--- src/core/nvmcd_map.svh ---
// Register offsets, field positions and reset values for the configuration word decoder
`ifndef NVMCD_MAP_SVH
`define NVMCD_MAP_SVH

// Image word indices
`define NVMCD_W_LED          6'h04
`define NVMCD_W_REV          6'h05
`define NVMCD_W_PCIE         6'h29
`define NVMCD_W_WDOG         6'h2e

// Control word fields
`define NVMCD_PCIE_PINDIS    15
`define NVMCD_PCIE_ALTAUX    13
`define NVMCD_PCIE_AUX       10
`define NVMCD_PCIE_WAKE      5
`define NVMCD_PCIE_RSV_HI    4
`define NVMCD_PCIE_RSV_LO    0
`define NVMCD_PCIE_RSV_VAL   5'h1c

// Watchdog word fields
`define NVMCD_WD_EN          15
`define NVMCD_WD_TO_HI       14
`define NVMCD_WD_TO_LO       11
`define NVMCD_WD_TO_MIN      4'h2
`define NVMCD_WD_TO_DEF      4'h2

// Revision word fields
`define NVMCD_REV_MAJ_HI     15
`define NVMCD_REV_MAJ_LO     12
`define NVMCD_REV_PT_HI      11
`define NVMCD_REV_PT_LO      8
`define NVMCD_REV_MIN_HI     7
`define NVMCD_REV_MIN_LO     0

// Reset values of the latched words
`define NVMCD_RST_LED        16'hffff
`define NVMCD_RST_REV        16'h0000
`define NVMCD_RST_PCIE       16'h001c
`define NVMCD_RST_WDOG       16'h1000

// Bus register byte addresses
`define NVMCD_A_LED          8'h10
`define NVMCD_A_REV          8'h14
`define NVMCD_A_STATUS       8'h20
`define NVMCD_A_MASK         8'h24
`define NVMCD_A_CTRL         8'h28
`define NVMCD_A_STATE        8'h2c
`define NVMCD_A_PCIE         8'ha4
`define NVMCD_A_WDOG         8'hb8

// Status bits
`define NVMCD_ST_DONE        0
`define NVMCD_ST_RSV_ERR     1
`define NVMCD_ST_AUX_ERR     2
`define NVMCD_ST_WD_ERR      3
`define NVMCD_ST_AUXCHG      4
`define NVMCD_ST_W           5

`define NVMCD_RESP_OKAY      2'h0
`define NVMCD_RESP_SLVERR    2'h2

`endif

--- src/core/nvmcd_pkg.sv ---
// Types shared by the configuration word decoder
package nvmcd_pkg;
  typedef enum logic [1:0] {
    NVMCD_LED_DEFAULT,
    NVMCD_LED_ON,
    NVMCD_LED_OFF
  } nvmcd_led_t;

  typedef enum logic [2:0] {
    NVMCD_L_IDLE,
    NVMCD_L_REQ,
    NVMCD_L_WAIT,
    NVMCD_L_NEXT,
    NVMCD_L_DONE
  } nvmcd_load_t;
endpackage : nvmcd_pkg

--- src/core/nvmcd_img_if.sv ---
// Image read request and answer between the loader and the image port
`timescale 1ns/1ps
`default_nettype none
interface nvmcd_img_if;
  logic        req;
  logic [5:0]  addr;
  logic        ack;
  logic [15:0] data;
  modport loader (output req, output addr, input ack, input data);
  modport port   (input req, input addr, output ack, output data);
endinterface : nvmcd_img_if
`default_nettype wire

--- src/core/nvmcd_img_port.sv ---
// Bridges image read requests onto the plain image pins with a registered answer
`timescale 1ns/1ps
`default_nettype none
module nvmcd_img_port (
  input  wire logic        aclk,
  input  wire logic        aresetn,
  nvmcd_img_if.port        img,
  output logic             pin_rd,
  output logic [5:0]       pin_addr,
  input  wire logic        pin_valid,
  input  wire logic [15:0] pin_data
);
  logic busy;
  logic ack_q;
  logic [15:0] data_q;

  assign img.ack  = ack_q;
  assign img.data = data_q;

  always_ff @(posedge aclk) begin
    if (!aresetn) begin
      busy     <= 1'b0;
      pin_rd   <= 1'b0;
      pin_addr <= 6'h00;
      ack_q    <= 1'b0;
      data_q   <= 16'h0000;
    end else begin
      ack_q <= 1'b0;
      if (!busy && img.req && !ack_q) begin
        busy     <= 1'b1;
        pin_rd   <= 1'b1;
        pin_addr <= img.addr;
      end else if (busy && pin_valid) begin
        busy   <= 1'b0;
        pin_rd <= 1'b0;
        ack_q  <= 1'b1;
        data_q <= pin_data;
      end
    end
  end
endmodule : nvmcd_img_port
`default_nettype wire

--- src/core/nvmcd_led_dec.sv ---
// Decodes one LED blink nibble into the setting for each blink state
`timescale 1ns/1ps
`default_nettype none
module nvmcd_led_dec (
  input  wire logic [3:0]          code,
  output nvmcd_pkg::nvmcd_led_t    first_blink_state,
  output nvmcd_pkg::nvmcd_led_t    second_blink_state
);
  always_comb begin
    first_blink_state  = nvmcd_pkg::NVMCD_LED_DEFAULT;
    second_blink_state = nvmcd_pkg::NVMCD_LED_DEFAULT;
    case (code)
      4'h2: second_blink_state = nvmcd_pkg::NVMCD_LED_ON;
      4'h3: second_blink_state = nvmcd_pkg::NVMCD_LED_OFF;
      4'h4: first_blink_state  = nvmcd_pkg::NVMCD_LED_ON;
      4'h5: begin
        first_blink_state  = nvmcd_pkg::NVMCD_LED_ON;
        second_blink_state = nvmcd_pkg::NVMCD_LED_ON;
      end
      4'h6: begin
        first_blink_state  = nvmcd_pkg::NVMCD_LED_ON;
        second_blink_state = nvmcd_pkg::NVMCD_LED_OFF;
      end
      4'h7: first_blink_state  = nvmcd_pkg::NVMCD_LED_OFF;
      4'h8: begin
        first_blink_state  = nvmcd_pkg::NVMCD_LED_OFF;
        second_blink_state = nvmcd_pkg::NVMCD_LED_ON;
      end
      default: begin
        first_blink_state  = nvmcd_pkg::NVMCD_LED_DEFAULT;
        second_blink_state = nvmcd_pkg::NVMCD_LED_DEFAULT;
      end
    endcase
  end
endmodule : nvmcd_led_dec
`default_nettype wire

--- src/core/nvmcd_top.sv ---
// Configuration word loader and decoder with AXI4-Lite register access
//
// The AXI4-Lite interface to the registers was chosen for this implementation.
`timescale 1ns/1ps
`default_nettype none
`include "nvmcd_map.svh"
module nvmcd_top #(
  parameter int TO_WIDTH = 8
) (
  input  wire logic        aclk,
  input  wire logic        aresetn,
  input  wire logic [7:0]  s_axi_awaddr,
  input  wire logic        s_axi_awvalid,
  output logic             s_axi_awready,
  input  wire logic [31:0] s_axi_wdata,
  input  wire logic [3:0]  s_axi_wstrb,
  input  wire logic        s_axi_wvalid,
  output logic             s_axi_wready,
  output logic [1:0]       s_axi_bresp,
  output logic             s_axi_bvalid,
  input  wire logic        s_axi_bready,
  input  wire logic [7:0]  s_axi_araddr,
  input  wire logic        s_axi_arvalid,
  output logic             s_axi_arready,
  output logic [31:0]      s_axi_rdata,
  output logic [1:0]       s_axi_rresp,
  output logic             s_axi_rvalid,
  input  wire logic        s_axi_rready,
  output logic             image_rd,
  output logic [5:0]       image_addr,
  input  wire logic        image_valid,
  input  wire logic [15:0] image_data,
  input  wire logic        pcie_reset_n,
  input  wire logic        function_disable_pin,
  input  wire logic        third_software_pad,
  input  wire logic        device_off_pad,
  input  wire logic        wake_event,
  input  wire logic        in_d3cold,
  input  wire logic        link_in_l2,
  output logic             pcie_function_disabled,
  output logic             aux_power_present,
  output logic             wake_n,
  output logic             watchdog_irq_enable,
  output logic [TO_WIDTH-1:0] runtime_watchdog_timeout_field,
  output logic [2:0]       led_first_on,
  output logic [2:0]       led_first_off,
  output logic [2:0]       led_second_on,
  output logic [2:0]       led_second_off,
  output logic             config_ready,
  output logic             irq
);
  initial begin
    if (TO_WIDTH < 4) $error("TO_WIDTH must be at least 4");
  end

  //////////////////////////////////////////////////////////////////////////////
  // Image loader
  nvmcd_img_if img ();
  nvmcd_img_port u_port (
    .aclk      (aclk),
    .aresetn   (aresetn),
    .img       (img),
    .pin_rd    (image_rd),
    .pin_addr  (image_addr),
    .pin_valid (image_valid),
    .pin_data  (image_data)
  );

  nvmcd_pkg::nvmcd_load_t state;
  logic [1:0]  idx;
  logic [15:0] led_word;
  logic [15:0] rev_word;
  logic [15:0] pcie_word;
  logic [15:0] wdog_word;
  logic        reload_req;
  logic        done_evt;
  logic [5:0]  word_addr;

  assign word_addr = (idx == 2'd0) ? `NVMCD_W_LED :
                     (idx == 2'd1) ? `NVMCD_W_REV :
                     (idx == 2'd2) ? `NVMCD_W_PCIE : `NVMCD_W_WDOG;
  assign img.req  = (state == nvmcd_pkg::NVMCD_L_REQ);
  assign img.addr = word_addr;
  assign done_evt = (state == nvmcd_pkg::NVMCD_L_NEXT) && (idx == 2'd3);

  always_ff @(posedge aclk) begin
    if (!aresetn) begin
      state     <= nvmcd_pkg::NVMCD_L_REQ;
      idx       <= 2'd0;
      led_word  <= `NVMCD_RST_LED;
      rev_word  <= `NVMCD_RST_REV;
      pcie_word <= `NVMCD_RST_PCIE;
      wdog_word <= `NVMCD_RST_WDOG;
    end else begin
      case (state)
        nvmcd_pkg::NVMCD_L_REQ: state <= nvmcd_pkg::NVMCD_L_WAIT;
        nvmcd_pkg::NVMCD_L_WAIT: begin
          if (img.ack) begin
            case (idx)
              2'd0:    led_word  <= img.data;
              2'd1:    rev_word  <= img.data;
              2'd2:    pcie_word <= img.data;
              default: wdog_word <= img.data;
            endcase
            state <= nvmcd_pkg::NVMCD_L_NEXT;
          end
        end
        nvmcd_pkg::NVMCD_L_NEXT: begin
          if (idx == 2'd3) begin
            state <= nvmcd_pkg::NVMCD_L_DONE;
          end else begin
            idx   <= idx + 2'd1;
            state <= nvmcd_pkg::NVMCD_L_REQ;
          end
        end
        nvmcd_pkg::NVMCD_L_DONE: begin
          if (reload_req) begin
            idx   <= 2'd0;
            state <= nvmcd_pkg::NVMCD_L_REQ;
          end
        end
        default: state <= nvmcd_pkg::NVMCD_L_IDLE == state ? nvmcd_pkg::NVMCD_L_REQ
                                                             : nvmcd_pkg::NVMCD_L_DONE;
      endcase
    end
  end

  //////////////////////////////////////////////////////////////////////////////
  // Field decode
  logic loaded;
  logic pin_dis_en;
  logic alt_aux_sel;
  logic aux_sel;
  logic wake_pin_en;
  logic rsv_bad;
  logic aux_both;
  logic wd_low;
  logic [3:0] wd_timeout;
  logic [7:0] map_major;
  logic [7:0] map_minor;

  assign loaded      = (state == nvmcd_pkg::NVMCD_L_DONE);
  assign pin_dis_en  = pcie_word[`NVMCD_PCIE_PINDIS];
  assign alt_aux_sel = pcie_word[`NVMCD_PCIE_ALTAUX];
  assign aux_sel     = pcie_word[`NVMCD_PCIE_AUX];
  assign wake_pin_en = pcie_word[`NVMCD_PCIE_WAKE];
  assign rsv_bad     = pcie_word[`NVMCD_PCIE_RSV_HI:`NVMCD_PCIE_RSV_LO] != `NVMCD_PCIE_RSV_VAL;
  assign aux_both    = alt_aux_sel && aux_sel;
  assign wd_timeout  = wdog_word[`NVMCD_WD_TO_HI:`NVMCD_WD_TO_LO];
  assign wd_low      = wdog_word[`NVMCD_WD_EN] && (wd_timeout < `NVMCD_WD_TO_MIN);
  assign map_major   = {4'h0, rev_word[`NVMCD_REV_MAJ_HI:`NVMCD_REV_MAJ_LO]};
  assign map_minor   = rev_word[`NVMCD_REV_MIN_HI:`NVMCD_REV_MIN_LO];

  // Disable pin is caught after power-up release and while PCIe reset is held
  logic pin_sampled;
  logic first_sample;
  always_ff @(posedge aclk) begin
    if (!aresetn) begin
      pin_sampled  <= 1'b1;
      first_sample <= 1'b1;
    end else if (first_sample || !pcie_reset_n) begin
      pin_sampled  <= function_disable_pin;
      first_sample <= 1'b0;
    end
  end

  logic next_aux;
  logic next_wake_n;
  assign next_aux = (alt_aux_sel && third_software_pad) ||
                    (aux_sel && device_off_pad);
  assign next_wake_n = !(loaded && wake_event && !link_in_l2 &&
                         (in_d3cold || wake_pin_en));

  logic [2:0] f_on;
  logic [2:0] f_off;
  logic [2:0] s_on;
  logic [2:0] s_off;
  genvar g;
  generate
    for (g = 0; g < 3; g++) begin : g_led
      nvmcd_pkg::nvmcd_led_t st1;
      nvmcd_pkg::nvmcd_led_t st2;
      nvmcd_led_dec u_dec (
        .code               (led_word[g*4 +: 4]),
        .first_blink_state  (st1),
        .second_blink_state (st2)
      );
      assign f_on[g]  = st1 == nvmcd_pkg::NVMCD_LED_ON;
      assign f_off[g] = st1 == nvmcd_pkg::NVMCD_LED_OFF;
      assign s_on[g]  = st2 == nvmcd_pkg::NVMCD_LED_ON;
      assign s_off[g] = st2 == nvmcd_pkg::NVMCD_LED_OFF;
    end
  endgenerate

  //////////////////////////////////////////////////////////////////////////////
  // Registered device outputs
  logic aux_prev;
  always_ff @(posedge aclk) begin
    if (!aresetn) begin
      pcie_function_disabled         <= 1'b1;
      aux_power_present              <= 1'b0;
      aux_prev                       <= 1'b0;
      wake_n                         <= 1'b1;
      watchdog_irq_enable            <= 1'b0;
      runtime_watchdog_timeout_field <= TO_WIDTH'(`NVMCD_WD_TO_DEF);
      led_first_on                   <= 3'h0;
      led_first_off                  <= 3'h0;
      led_second_on                  <= 3'h0;
      led_second_off                 <= 3'h0;
      config_ready                   <= 1'b0;
    end else begin
      pcie_function_disabled <= !loaded || (pin_dis_en && !pin_sampled);
      aux_power_present      <= loaded && next_aux;
      aux_prev               <= aux_power_present;
      wake_n                 <= next_wake_n;
      watchdog_irq_enable    <= wdog_word[`NVMCD_WD_EN];
      runtime_watchdog_timeout_field <= TO_WIDTH'(wd_timeout);
      led_first_on           <= f_on;
      led_first_off          <= f_off;
      led_second_on          <= s_on;
      led_second_off         <= s_off;
      config_ready           <= loaded;
    end
  end

  //////////////////////////////////////////////////////////////////////////////
  // Interrupt status and mask
  logic [`NVMCD_ST_W-1:0] status;
  logic [`NVMCD_ST_W-1:0] mask;
  logic [`NVMCD_ST_W-1:0] evt;
  logic [`NVMCD_ST_W-1:0] clr;
  logic                   wr_go;
  logic                   done_q;

  assign evt[`NVMCD_ST_DONE]    = done_evt;
  assign evt[`NVMCD_ST_RSV_ERR] = done_q && rsv_bad;
  assign evt[`NVMCD_ST_AUX_ERR] = done_q && aux_both;
  assign evt[`NVMCD_ST_WD_ERR]  = done_q && wd_low;
  assign evt[`NVMCD_ST_AUXCHG]  = aux_power_present != aux_prev;

  always_ff @(posedge aclk) begin
    if (!aresetn) begin
      status <= '0;
      done_q <= 1'b0;
      irq    <= 1'b0;
    end else begin
      done_q <= done_evt;
      status <= (status & ~clr) | evt;
      irq    <= |(((status & ~clr) | evt) & mask);
    end
  end

  //////////////////////////////////////////////////////////////////////////////
  // AXI4-Lite slave
  logic [7:0]  aw_q;
  logic        aw_have;
  logic [31:0] w_q;
  logic [3:0]  ws_q;
  logic        w_have;
  logic        ctrl_reload;
  logic        wr_hit;
  logic [31:0] rd_val;
  logic        rd_hit;

  assign wr_go  = aw_have && w_have && !s_axi_bvalid;
  assign wr_hit = (aw_q == `NVMCD_A_STATUS) || (aw_q == `NVMCD_A_MASK) ||
                  (aw_q == `NVMCD_A_CTRL);
  assign clr    = (wr_go && aw_q == `NVMCD_A_STATUS && ws_q[0]) ? w_q[`NVMCD_ST_W-1:0] : '0;
  assign ctrl_reload = wr_go && (aw_q == `NVMCD_A_CTRL) && ws_q[0] && w_q[0];
  assign reload_req  = ctrl_reload;

  assign rd_hit = 1'b1;
  always_comb begin
    rd_val = 32'h0000_0000;
    case (s_axi_araddr)
      `NVMCD_A_LED:    rd_val = {16'h0000, led_word};
      `NVMCD_A_REV:    rd_val = {16'h0000, map_major[3:0], 4'h0, map_minor};
      `NVMCD_A_PCIE:   rd_val = {16'h0000, pcie_word};
      `NVMCD_A_WDOG:   rd_val = {16'h0000, wdog_word};
      `NVMCD_A_STATUS: rd_val = {27'h0, status};
      `NVMCD_A_MASK:   rd_val = {27'h0, mask};
      `NVMCD_A_CTRL:   rd_val = 32'h0000_0000;
      `NVMCD_A_STATE:  rd_val = {28'h0, pin_sampled, aux_power_present, config_ready, loaded};
      default:         rd_val = 32'hffff_ffff;
    endcase
  end

  always_ff @(posedge aclk) begin
    if (!aresetn) begin
      aw_have <= 1'b0;
      w_have  <= 1'b0;
      aw_q    <= 8'h00;
      w_q     <= 32'h0000_0000;
      ws_q    <= 4'h0;
      mask    <= '0;
      s_axi_bvalid <= 1'b0;
      s_axi_bresp  <= `NVMCD_RESP_OKAY;
      s_axi_rvalid <= 1'b0;
      s_axi_rresp  <= `NVMCD_RESP_OKAY;
      s_axi_rdata  <= 32'h0000_0000;
    end else begin
      if (s_axi_awvalid && s_axi_awready) begin
        aw_have <= 1'b1;
        aw_q    <= s_axi_awaddr;
      end
      if (s_axi_wvalid && s_axi_wready) begin
        w_have <= 1'b1;
        w_q    <= s_axi_wdata;
        ws_q   <= s_axi_wstrb;
      end
      if (wr_go) begin
        aw_have      <= 1'b0;
        w_have       <= 1'b0;
        s_axi_bvalid <= 1'b1;
        s_axi_bresp  <= wr_hit ? `NVMCD_RESP_OKAY : `NVMCD_RESP_SLVERR;
        if (aw_q == `NVMCD_A_MASK && ws_q[0]) begin
          mask <= w_q[`NVMCD_ST_W-1:0];
        end
      end else if (s_axi_bvalid && s_axi_bready) begin
        s_axi_bvalid <= 1'b0;
      end
      if (s_axi_arvalid && s_axi_arready) begin
        s_axi_rvalid <= 1'b1;
        s_axi_rdata  <= (rd_val == 32'hffff_ffff && rd_hit) ? 32'h0000_0000 : rd_val;
        s_axi_rresp  <= (rd_val == 32'hffff_ffff) ? `NVMCD_RESP_SLVERR : `NVMCD_RESP_OKAY;
      end else if (s_axi_rvalid && s_axi_rready) begin
        s_axi_rvalid <= 1'b0;
      end
    end
  end

  always_ff @(posedge aclk) begin
    if (!aresetn) begin
      s_axi_awready <= 1'b0;
      s_axi_wready  <= 1'b0;
      s_axi_arready <= 1'b0;
    end else begin
      s_axi_awready <= !aw_have && !(s_axi_awvalid && s_axi_awready);
      s_axi_wready  <= !w_have && !(s_axi_wvalid && s_axi_wready);
      s_axi_arready <= !s_axi_rvalid && !(s_axi_arvalid && s_axi_arready);
    end
  end
endmodule : nvmcd_top
`default_nettype wire

--- config.mk ---
export PLATFORM = sky130hd
export DESIGN_NAME = nvmcd_top
export DESIGN_NICKNAME = d
export VERILOG_FILES = /design/src/core/nvmcd_pkg.sv /design/src/core/nvmcd_img_if.sv /design/src/core/nvmcd_img_port.sv /design/src/core/nvmcd_led_dec.sv /design/src/core/nvmcd_top.sv
export VERILOG_INCLUDE_DIRS = /design/src /design/src/core
export SDC_FILE = /design/constraint.sdc
export NUM_CORES = 1
export LEC_CHECK = 0
export BUFFER_PORTS_ARGS = -buffer_cell sky130_fd_sc_hd__buf_4
export CAP_MARGIN = 0
export CORE_MARGIN = 2
export CORE_UTILIZATION = 35
export CTS_CLUSTER_DIAMETER = 60
export CTS_CLUSTER_SIZE = 40
export DETAILED_ROUTE_END_ITERATION = 6
export GPL_TIMING_DRIVEN = 0
export HOLD_SLACK_MARGIN = 0.02
export PLACE_DENSITY = 0.61
export SLEW_MARGIN = 20
export SYNTH_ARGS = -nofsm -noshare
export SYNTH_HDL_FRONTEND = slang
export SYNTH_HIERARCHICAL = 1
export SYNTH_SLANG_ARGS = --single-unit
export TNS_END_PERCENT = 100
--- constraint.sdc ---
create_clock -name aclk -period 4.3 [get_ports aclk]
set_input_delay 0.215 -clock aclk [delete_from_list [all_inputs] [get_ports aclk]]
set_output_delay 0.215 -clock aclk [all_outputs]
set_load 0.01 [all_outputs]
==> reports/results.env <==
CLK_LATENCY_NS=0.43
DETAILED_PLACE.AREA_SQ_UM=8230
DRT_ITER0_MARKERS=476
RUN_STATUS='complete, but fails checks'
DIE_WIDTH_MICRONS=145
INITIAL_ANTENNA_VIOLATION_COUNT=0
IOS=157
PORT-BUFFER-COUNT=119
GROUTE.USAGE.OVERALL_PCT=18.6
FIN_SKEW_NS=0.00728
REGTOREGENDPOINT='wake_n$_SDFF_PN1_'
ACHIEVABLE-FREQUENCY_MHz=401
ROUTABILITYCONGESTION=0.881
WORST_MAX_SLEW_MARGIN_EXPRESSED_RELATIVE_TO_THE_LIMIT_PCT=35.0
AVGSYNTHCELLAREA_SQ_UM=8.66
NETLIST-CELL-TYPE-COUNT=62
CTS_RESIZED=0
GRT_FIRST_PASS_WIRELENGTH_MM=31.2
POWER_PER_CELL_AREA_nW_PER_UM2=411
CRIT_ARRIVAL_NS=2.80
FINALMAXSLEWVIOLATIONS=0
PEAK_SUPPLY_DROP_V=0.000288
AREA_GROWTH_PCT=27.4
TIMING_HOLD_VIOLATIONS_FINAL=0
DPL.HPWL_MM=14.6
ASYNC_FLOP_SHARE_PCT=0
HP-CLASS='input port to flip-flop'
FINAL_UTIL_PCT=45.5
CTS_ROOT_BUFFER='sky130_fd_sc_hd__clkbuf_16'
INITIAL_CORE_UTIL_PCT=35.7
SYNTH-MAIN-FF-CELL='sky130_fd_sc_hd__dfxtp_1'
ROUTE.VIAS.TOTAL=6194
FIRSTDRTPASSITERS=7
WORST-R2R-SETUP-SLACK_NS=1.81
PIN_COUNT_OF_THE_BIGGEST_NET_ENTERING_GLOBAL_ROUTING=18
POSTSYNTHREGISTERBITS=165
TIMING_WORST_SLEW_PIN_VALUE_NS=0.967
ROUTED_WL_MM=19.9
HOLD_PATH.STARTPOINT='s_axi_awaddr[3]'
VIA_COUNT_OF_THE_FIRST_GLOBAL_ROUTING_PASS=5611
OVERFLOW_LEFT_AFTER_GLOBAL_ROUTING=0
FINAL.HOLD.WORST_SLACK_NS=0.0327
ROWS=51
HOLD_DEPTH=3
FINALSETUPTNS_NS=0
ROUTE.DETAILED.VIAS_PER_INST=5.04
POWER.LEAKAGE_nW=3.65
TRITONCTS='built'
CTSHTREEMAXLEVEL=4
CRITICAL_PATH_CLASS='flip-flop to flip-flop'
POST-ROUTE-CELL-AREA_SQ_UM=8880
N_ANTENNA_CELL=0
LAYOUT_WORST_PATH_CYCLE_SHARE_PCT=58.0
DETAIL_ROUTE.DRC_VIOLATIONS=3
MAXCAPVIOLCOUNT=0
LAYOUT-DRIVE-GT1-SHARE_PCT=20.4
SEQ_AREA_FRAC_SYNTH_PCT=47.4
NUMBER_OF_ENABLE_TYPE_REGISTER_CELLS_IN_THE_SYNTHESIZED_NETLIST=0
VIOLATIONS='design-rule violations'
RSZ_0062_RAISED_AFTER_GLOBAL_ROUTING='no'
R2R_START='state[2]$_SDFFE_PN0P_'
CRITPATHREQUIREDTIME_NS=4.61
R2R_CELLS=5
DIE_Y_MICRONS=145
SYNTHCELLS=805
CTS_SINKS=165
SYNTH_AREA_SQ_UM=6970
FINAL_NET_COUNT=1041
FIN_CRIT_NS=2.49
SYNTHESIS.YOSYS.WARNINGS=6
TIMING.CRITICAL_PATH.TO_TYPE='flip-flop'
CLKSLEWWORSTSETUPHOLDPATHS_NS=0.06
DIE_AREA_SQ_UM=21100
PATH_MAX_FANOUT=10
REPORT.FINAL.SETUP_VIOL=0
LAYOUT.FILLER_CELLS=1993
DETAIL-ROUTE-ANTENNA-NETS=0
WL_PER_CELL_MICRONS=16.2
CTS_INSERTED_BUFFERS=17
FLOORPLAN.CORE_AREA_SQ_UM=19500
START_KIND='flip-flop'
CTS-ROOT-TO-SINK-BUFFERS=2
CAPTURE_ENDPOINT_OF_THE_WORST_HOLD_PATH='aw_q[3]$_SDFFE_PN0P_'
cell families (layout without fill, tap and decap cells):
logic type               after synthesis  count (layout)  synth area share, %
AO/OA/AOI/OAI                        184             184                 17.5
XOR/XNOR                               5               5                0.628
adder cells (fa/ha/maj)                5               5                0.897
buffers and inverters                 80             234                 5.78
flip-flops                           165             165                 47.4
multiplexers                          12              12                 1.72
other                                  1               7               0.0538
AND/OR/NAND/NOR                      353             353                 26.0
area by class of cell:
cell class,instances,area [sq um],share of cell area [%]
timing repair buffer,123,933,10.5
clock inverter,11,149,1.68
inverter,14,52.6,0.592
clock buffer,20,467,5.25
buffer,66,350,3.94
multi-input combinational,566,3300,37.1
sequential,165,3300,37.2
tap,265,332,3.73
registers in the layout, summed over array words and instances, names as in the netlist, 2 cells and up:
signal,flops
led_word,16
state,3
led_first_off,3
led_second_off,3
aw_q,8
pcie_word,16
rev_word,12
led_second_on,3
mask,5
led_first_on,3
s_axi_rdata,17
status,5
u_port/pin_addr,6
idx,2
runtime_watchdog_timeout_field,4
wdog_word,16
u_port/img.data,16
w_q,5
synth_stat cells, types with 3 or more instances:
| cell | number | area [sq um] |
|---|---|---|
| sky130_fd_sc_hd__o21a_1 | 21 | 158 |
| sky130_fd_sc_hd__nor2_1 | 26 | 97.6 |
| sky130_fd_sc_hd__clkbuf_1 | 30 | 113 |
| sky130_fd_sc_hd__o21bai_1 | 3 | 22.5 |
| sky130_fd_sc_hd__buf_1 | 5 | 18.8 |
| sky130_fd_sc_hd__nor3_1 | 3 | 15.0 |
| sky130_fd_sc_hd__nand4_1 | 7 | 43.8 |
| sky130_fd_sc_hd__nor3b_1 | 12 | 90.1 |
| sky130_fd_sc_hd__xnor2_1 | 5 | 43.8 |
| sky130_fd_sc_hd__o211ai_1 | 4 | 30.0 |
| sky130_fd_sc_hd__nand2b_1 | 8 | 50.1 |
| sky130_fd_sc_hd__o22ai_1 | 7 | 43.8 |
| sky130_fd_sc_hd__a222oi_1 | 5 | 50.1 |
| sky130_fd_sc_hd__nor4bb_1 | 3 | 30.0 |
| sky130_fd_sc_hd__or3_1 | 3 | 18.8 |
| sky130_fd_sc_hd__and2_1 | 14 | 87.6 |
| sky130_fd_sc_hd__a22oi_1 | 26 | 195 |
| sky130_fd_sc_hd__nor4b_1 | 8 | 70.1 |
| sky130_fd_sc_hd__nor2b_1 | 7 | 43.8 |
| sky130_fd_sc_hd__a22o_1 | 16 | 140 |
| sky130_fd_sc_hd__dfxtp_1 | 165 | 3300 |
| sky130_fd_sc_hd__a21oi_1 | 71 | 355 |
| sky130_fd_sc_hd__o21ai_0 | 6 | 30.0 |
| sky130_fd_sc_hd__inv_1 | 13 | 48.8 |
| sky130_fd_sc_hd__and3_1 | 18 | 113 |
| sky130_fd_sc_hd__buf_4 | 23 | 173 |
| sky130_fd_sc_hd__buf_2 | 5 | 25.0 |
| sky130_fd_sc_hd__ha_1 | 5 | 62.6 |
| sky130_fd_sc_hd__a21boi_0 | 17 | 128 |
| sky130_fd_sc_hd__nand2_1 | 180 | 676 |
| sky130_fd_sc_hd__mux2i_1 | 12 | 120 |
| sky130_fd_sc_hd__nand3_1 | 43 | 215 |
timing repair:
action / 4_1_cts / 5_1_grt
buffers inserted: 0 / 0
endpoints found under the setup margin: 0 / 0
hold endpoints to repair: 3 / 0
hold buffers: 4 / 0
power by group:
part | switching, mW | total, mW | internal [mW]
Combinational | 0.225 | 0.406 | 0.181
Clock | 0.634 | 1.59 | 0.959
Sequential | 0.0687 | 1.66 | 1.59
layout by cell type (no fill, tap or decap), types with 5 or more instances in the layout:
cell type / n
sky130_fd_sc_hd__a21boi_0: 17
sky130_fd_sc_hd__a21oi_1: 71
sky130_fd_sc_hd__a222oi_1: 5
sky130_fd_sc_hd__a22o_1: 16
sky130_fd_sc_hd__a22oi_1: 26
sky130_fd_sc_hd__and2_1: 14
sky130_fd_sc_hd__and3_1: 18
sky130_fd_sc_hd__buf_1: 5
sky130_fd_sc_hd__buf_2: 5
sky130_fd_sc_hd__buf_4: 142
sky130_fd_sc_hd__clkbuf_1: 30
sky130_fd_sc_hd__clkbuf_16: 17
sky130_fd_sc_hd__conb_1: 7
sky130_fd_sc_hd__dfxtp_1: 165
sky130_fd_sc_hd__ha_1: 5
sky130_fd_sc_hd__inv_1: 13
sky130_fd_sc_hd__mux2i_1: 12
sky130_fd_sc_hd__nand2_1: 180
sky130_fd_sc_hd__nand2b_1: 8
sky130_fd_sc_hd__nand3_1: 43
sky130_fd_sc_hd__nand4_1: 7
sky130_fd_sc_hd__nor2_1: 26
sky130_fd_sc_hd__nor2b_1: 7
sky130_fd_sc_hd__nor3b_1: 12
sky130_fd_sc_hd__nor4b_1: 8
sky130_fd_sc_hd__o21a_1: 21
sky130_fd_sc_hd__o21ai_0: 6
sky130_fd_sc_hd__o22ai_1: 7
sky130_fd_sc_hd__xnor2_1: 5
how the worst max path moves through the flow:
| stage | startpoint | cells after the start | endpoint |
|---|---|---|---|
| finish | state[2]$_SDFFE_PN0P_ | 5 | wake_n$_SDFF_PN1_ |
| global route | state[2]$_SDFFE_PN0P_ | 5 | wake_n$_SDFF_PN1_ |
| CTS | state[2]$_SDFFE_PN0P_ | 5 | wake_n$_SDFF_PN1_ |
| detailed placement | s_axi_araddr[1] | 7 | s_axi_rdata[9]$_SDFFE_PN0P_ |
| global placement | idx[0]$_SDFFE_PN0P_ | 7 | pcie_word[15]$_SDFFE_PN0P_ |
| floorplan | idx[0]$_SDFFE_PN0P_ | 7 | pcie_word[0]$_SDFFE_PN0P_ |
per-stage QoR:
step | std cells | worst slack, ns | power, mW
detailed placement | 1195 | 2.08 | 2.09
CTS | 1230 | 1.87 | 3.67
global route | 1230 | 1.76 | 3.79
finish | 1230 | 1.81 | 3.66
global placement | 1195 | 1.91 | 2.09
floorplan | 811 | 2.50 | 1.92
routing by layer:
layer | GRT usage (%) | up-vias | wire length (microns)
li1 | - | 3090 | -
met1 | 27.9 | 2866 | 9700
met5 | 0 | - | 0
met2 | 26.9 | 206 | 8550
met4 | 5.74 | 0 | 311
met3 | 3.40 | 32 | 1320
critical path, cell delays in order (launching register included):
cell                            delay [ns]
sky130_fd_sc_hd__dfxtp_1              0.34
sky130_fd_sc_hd__clkbuf_1             0.34
sky130_fd_sc_hd__nor3b_1              0.57
sky130_fd_sc_hd__and2_1               0.40
sky130_fd_sc_hd__o2111ai_1            0.16
sky130_fd_sc_hd__dlygate4sd3_1        0.57
(Power assumes the default switching activity.)
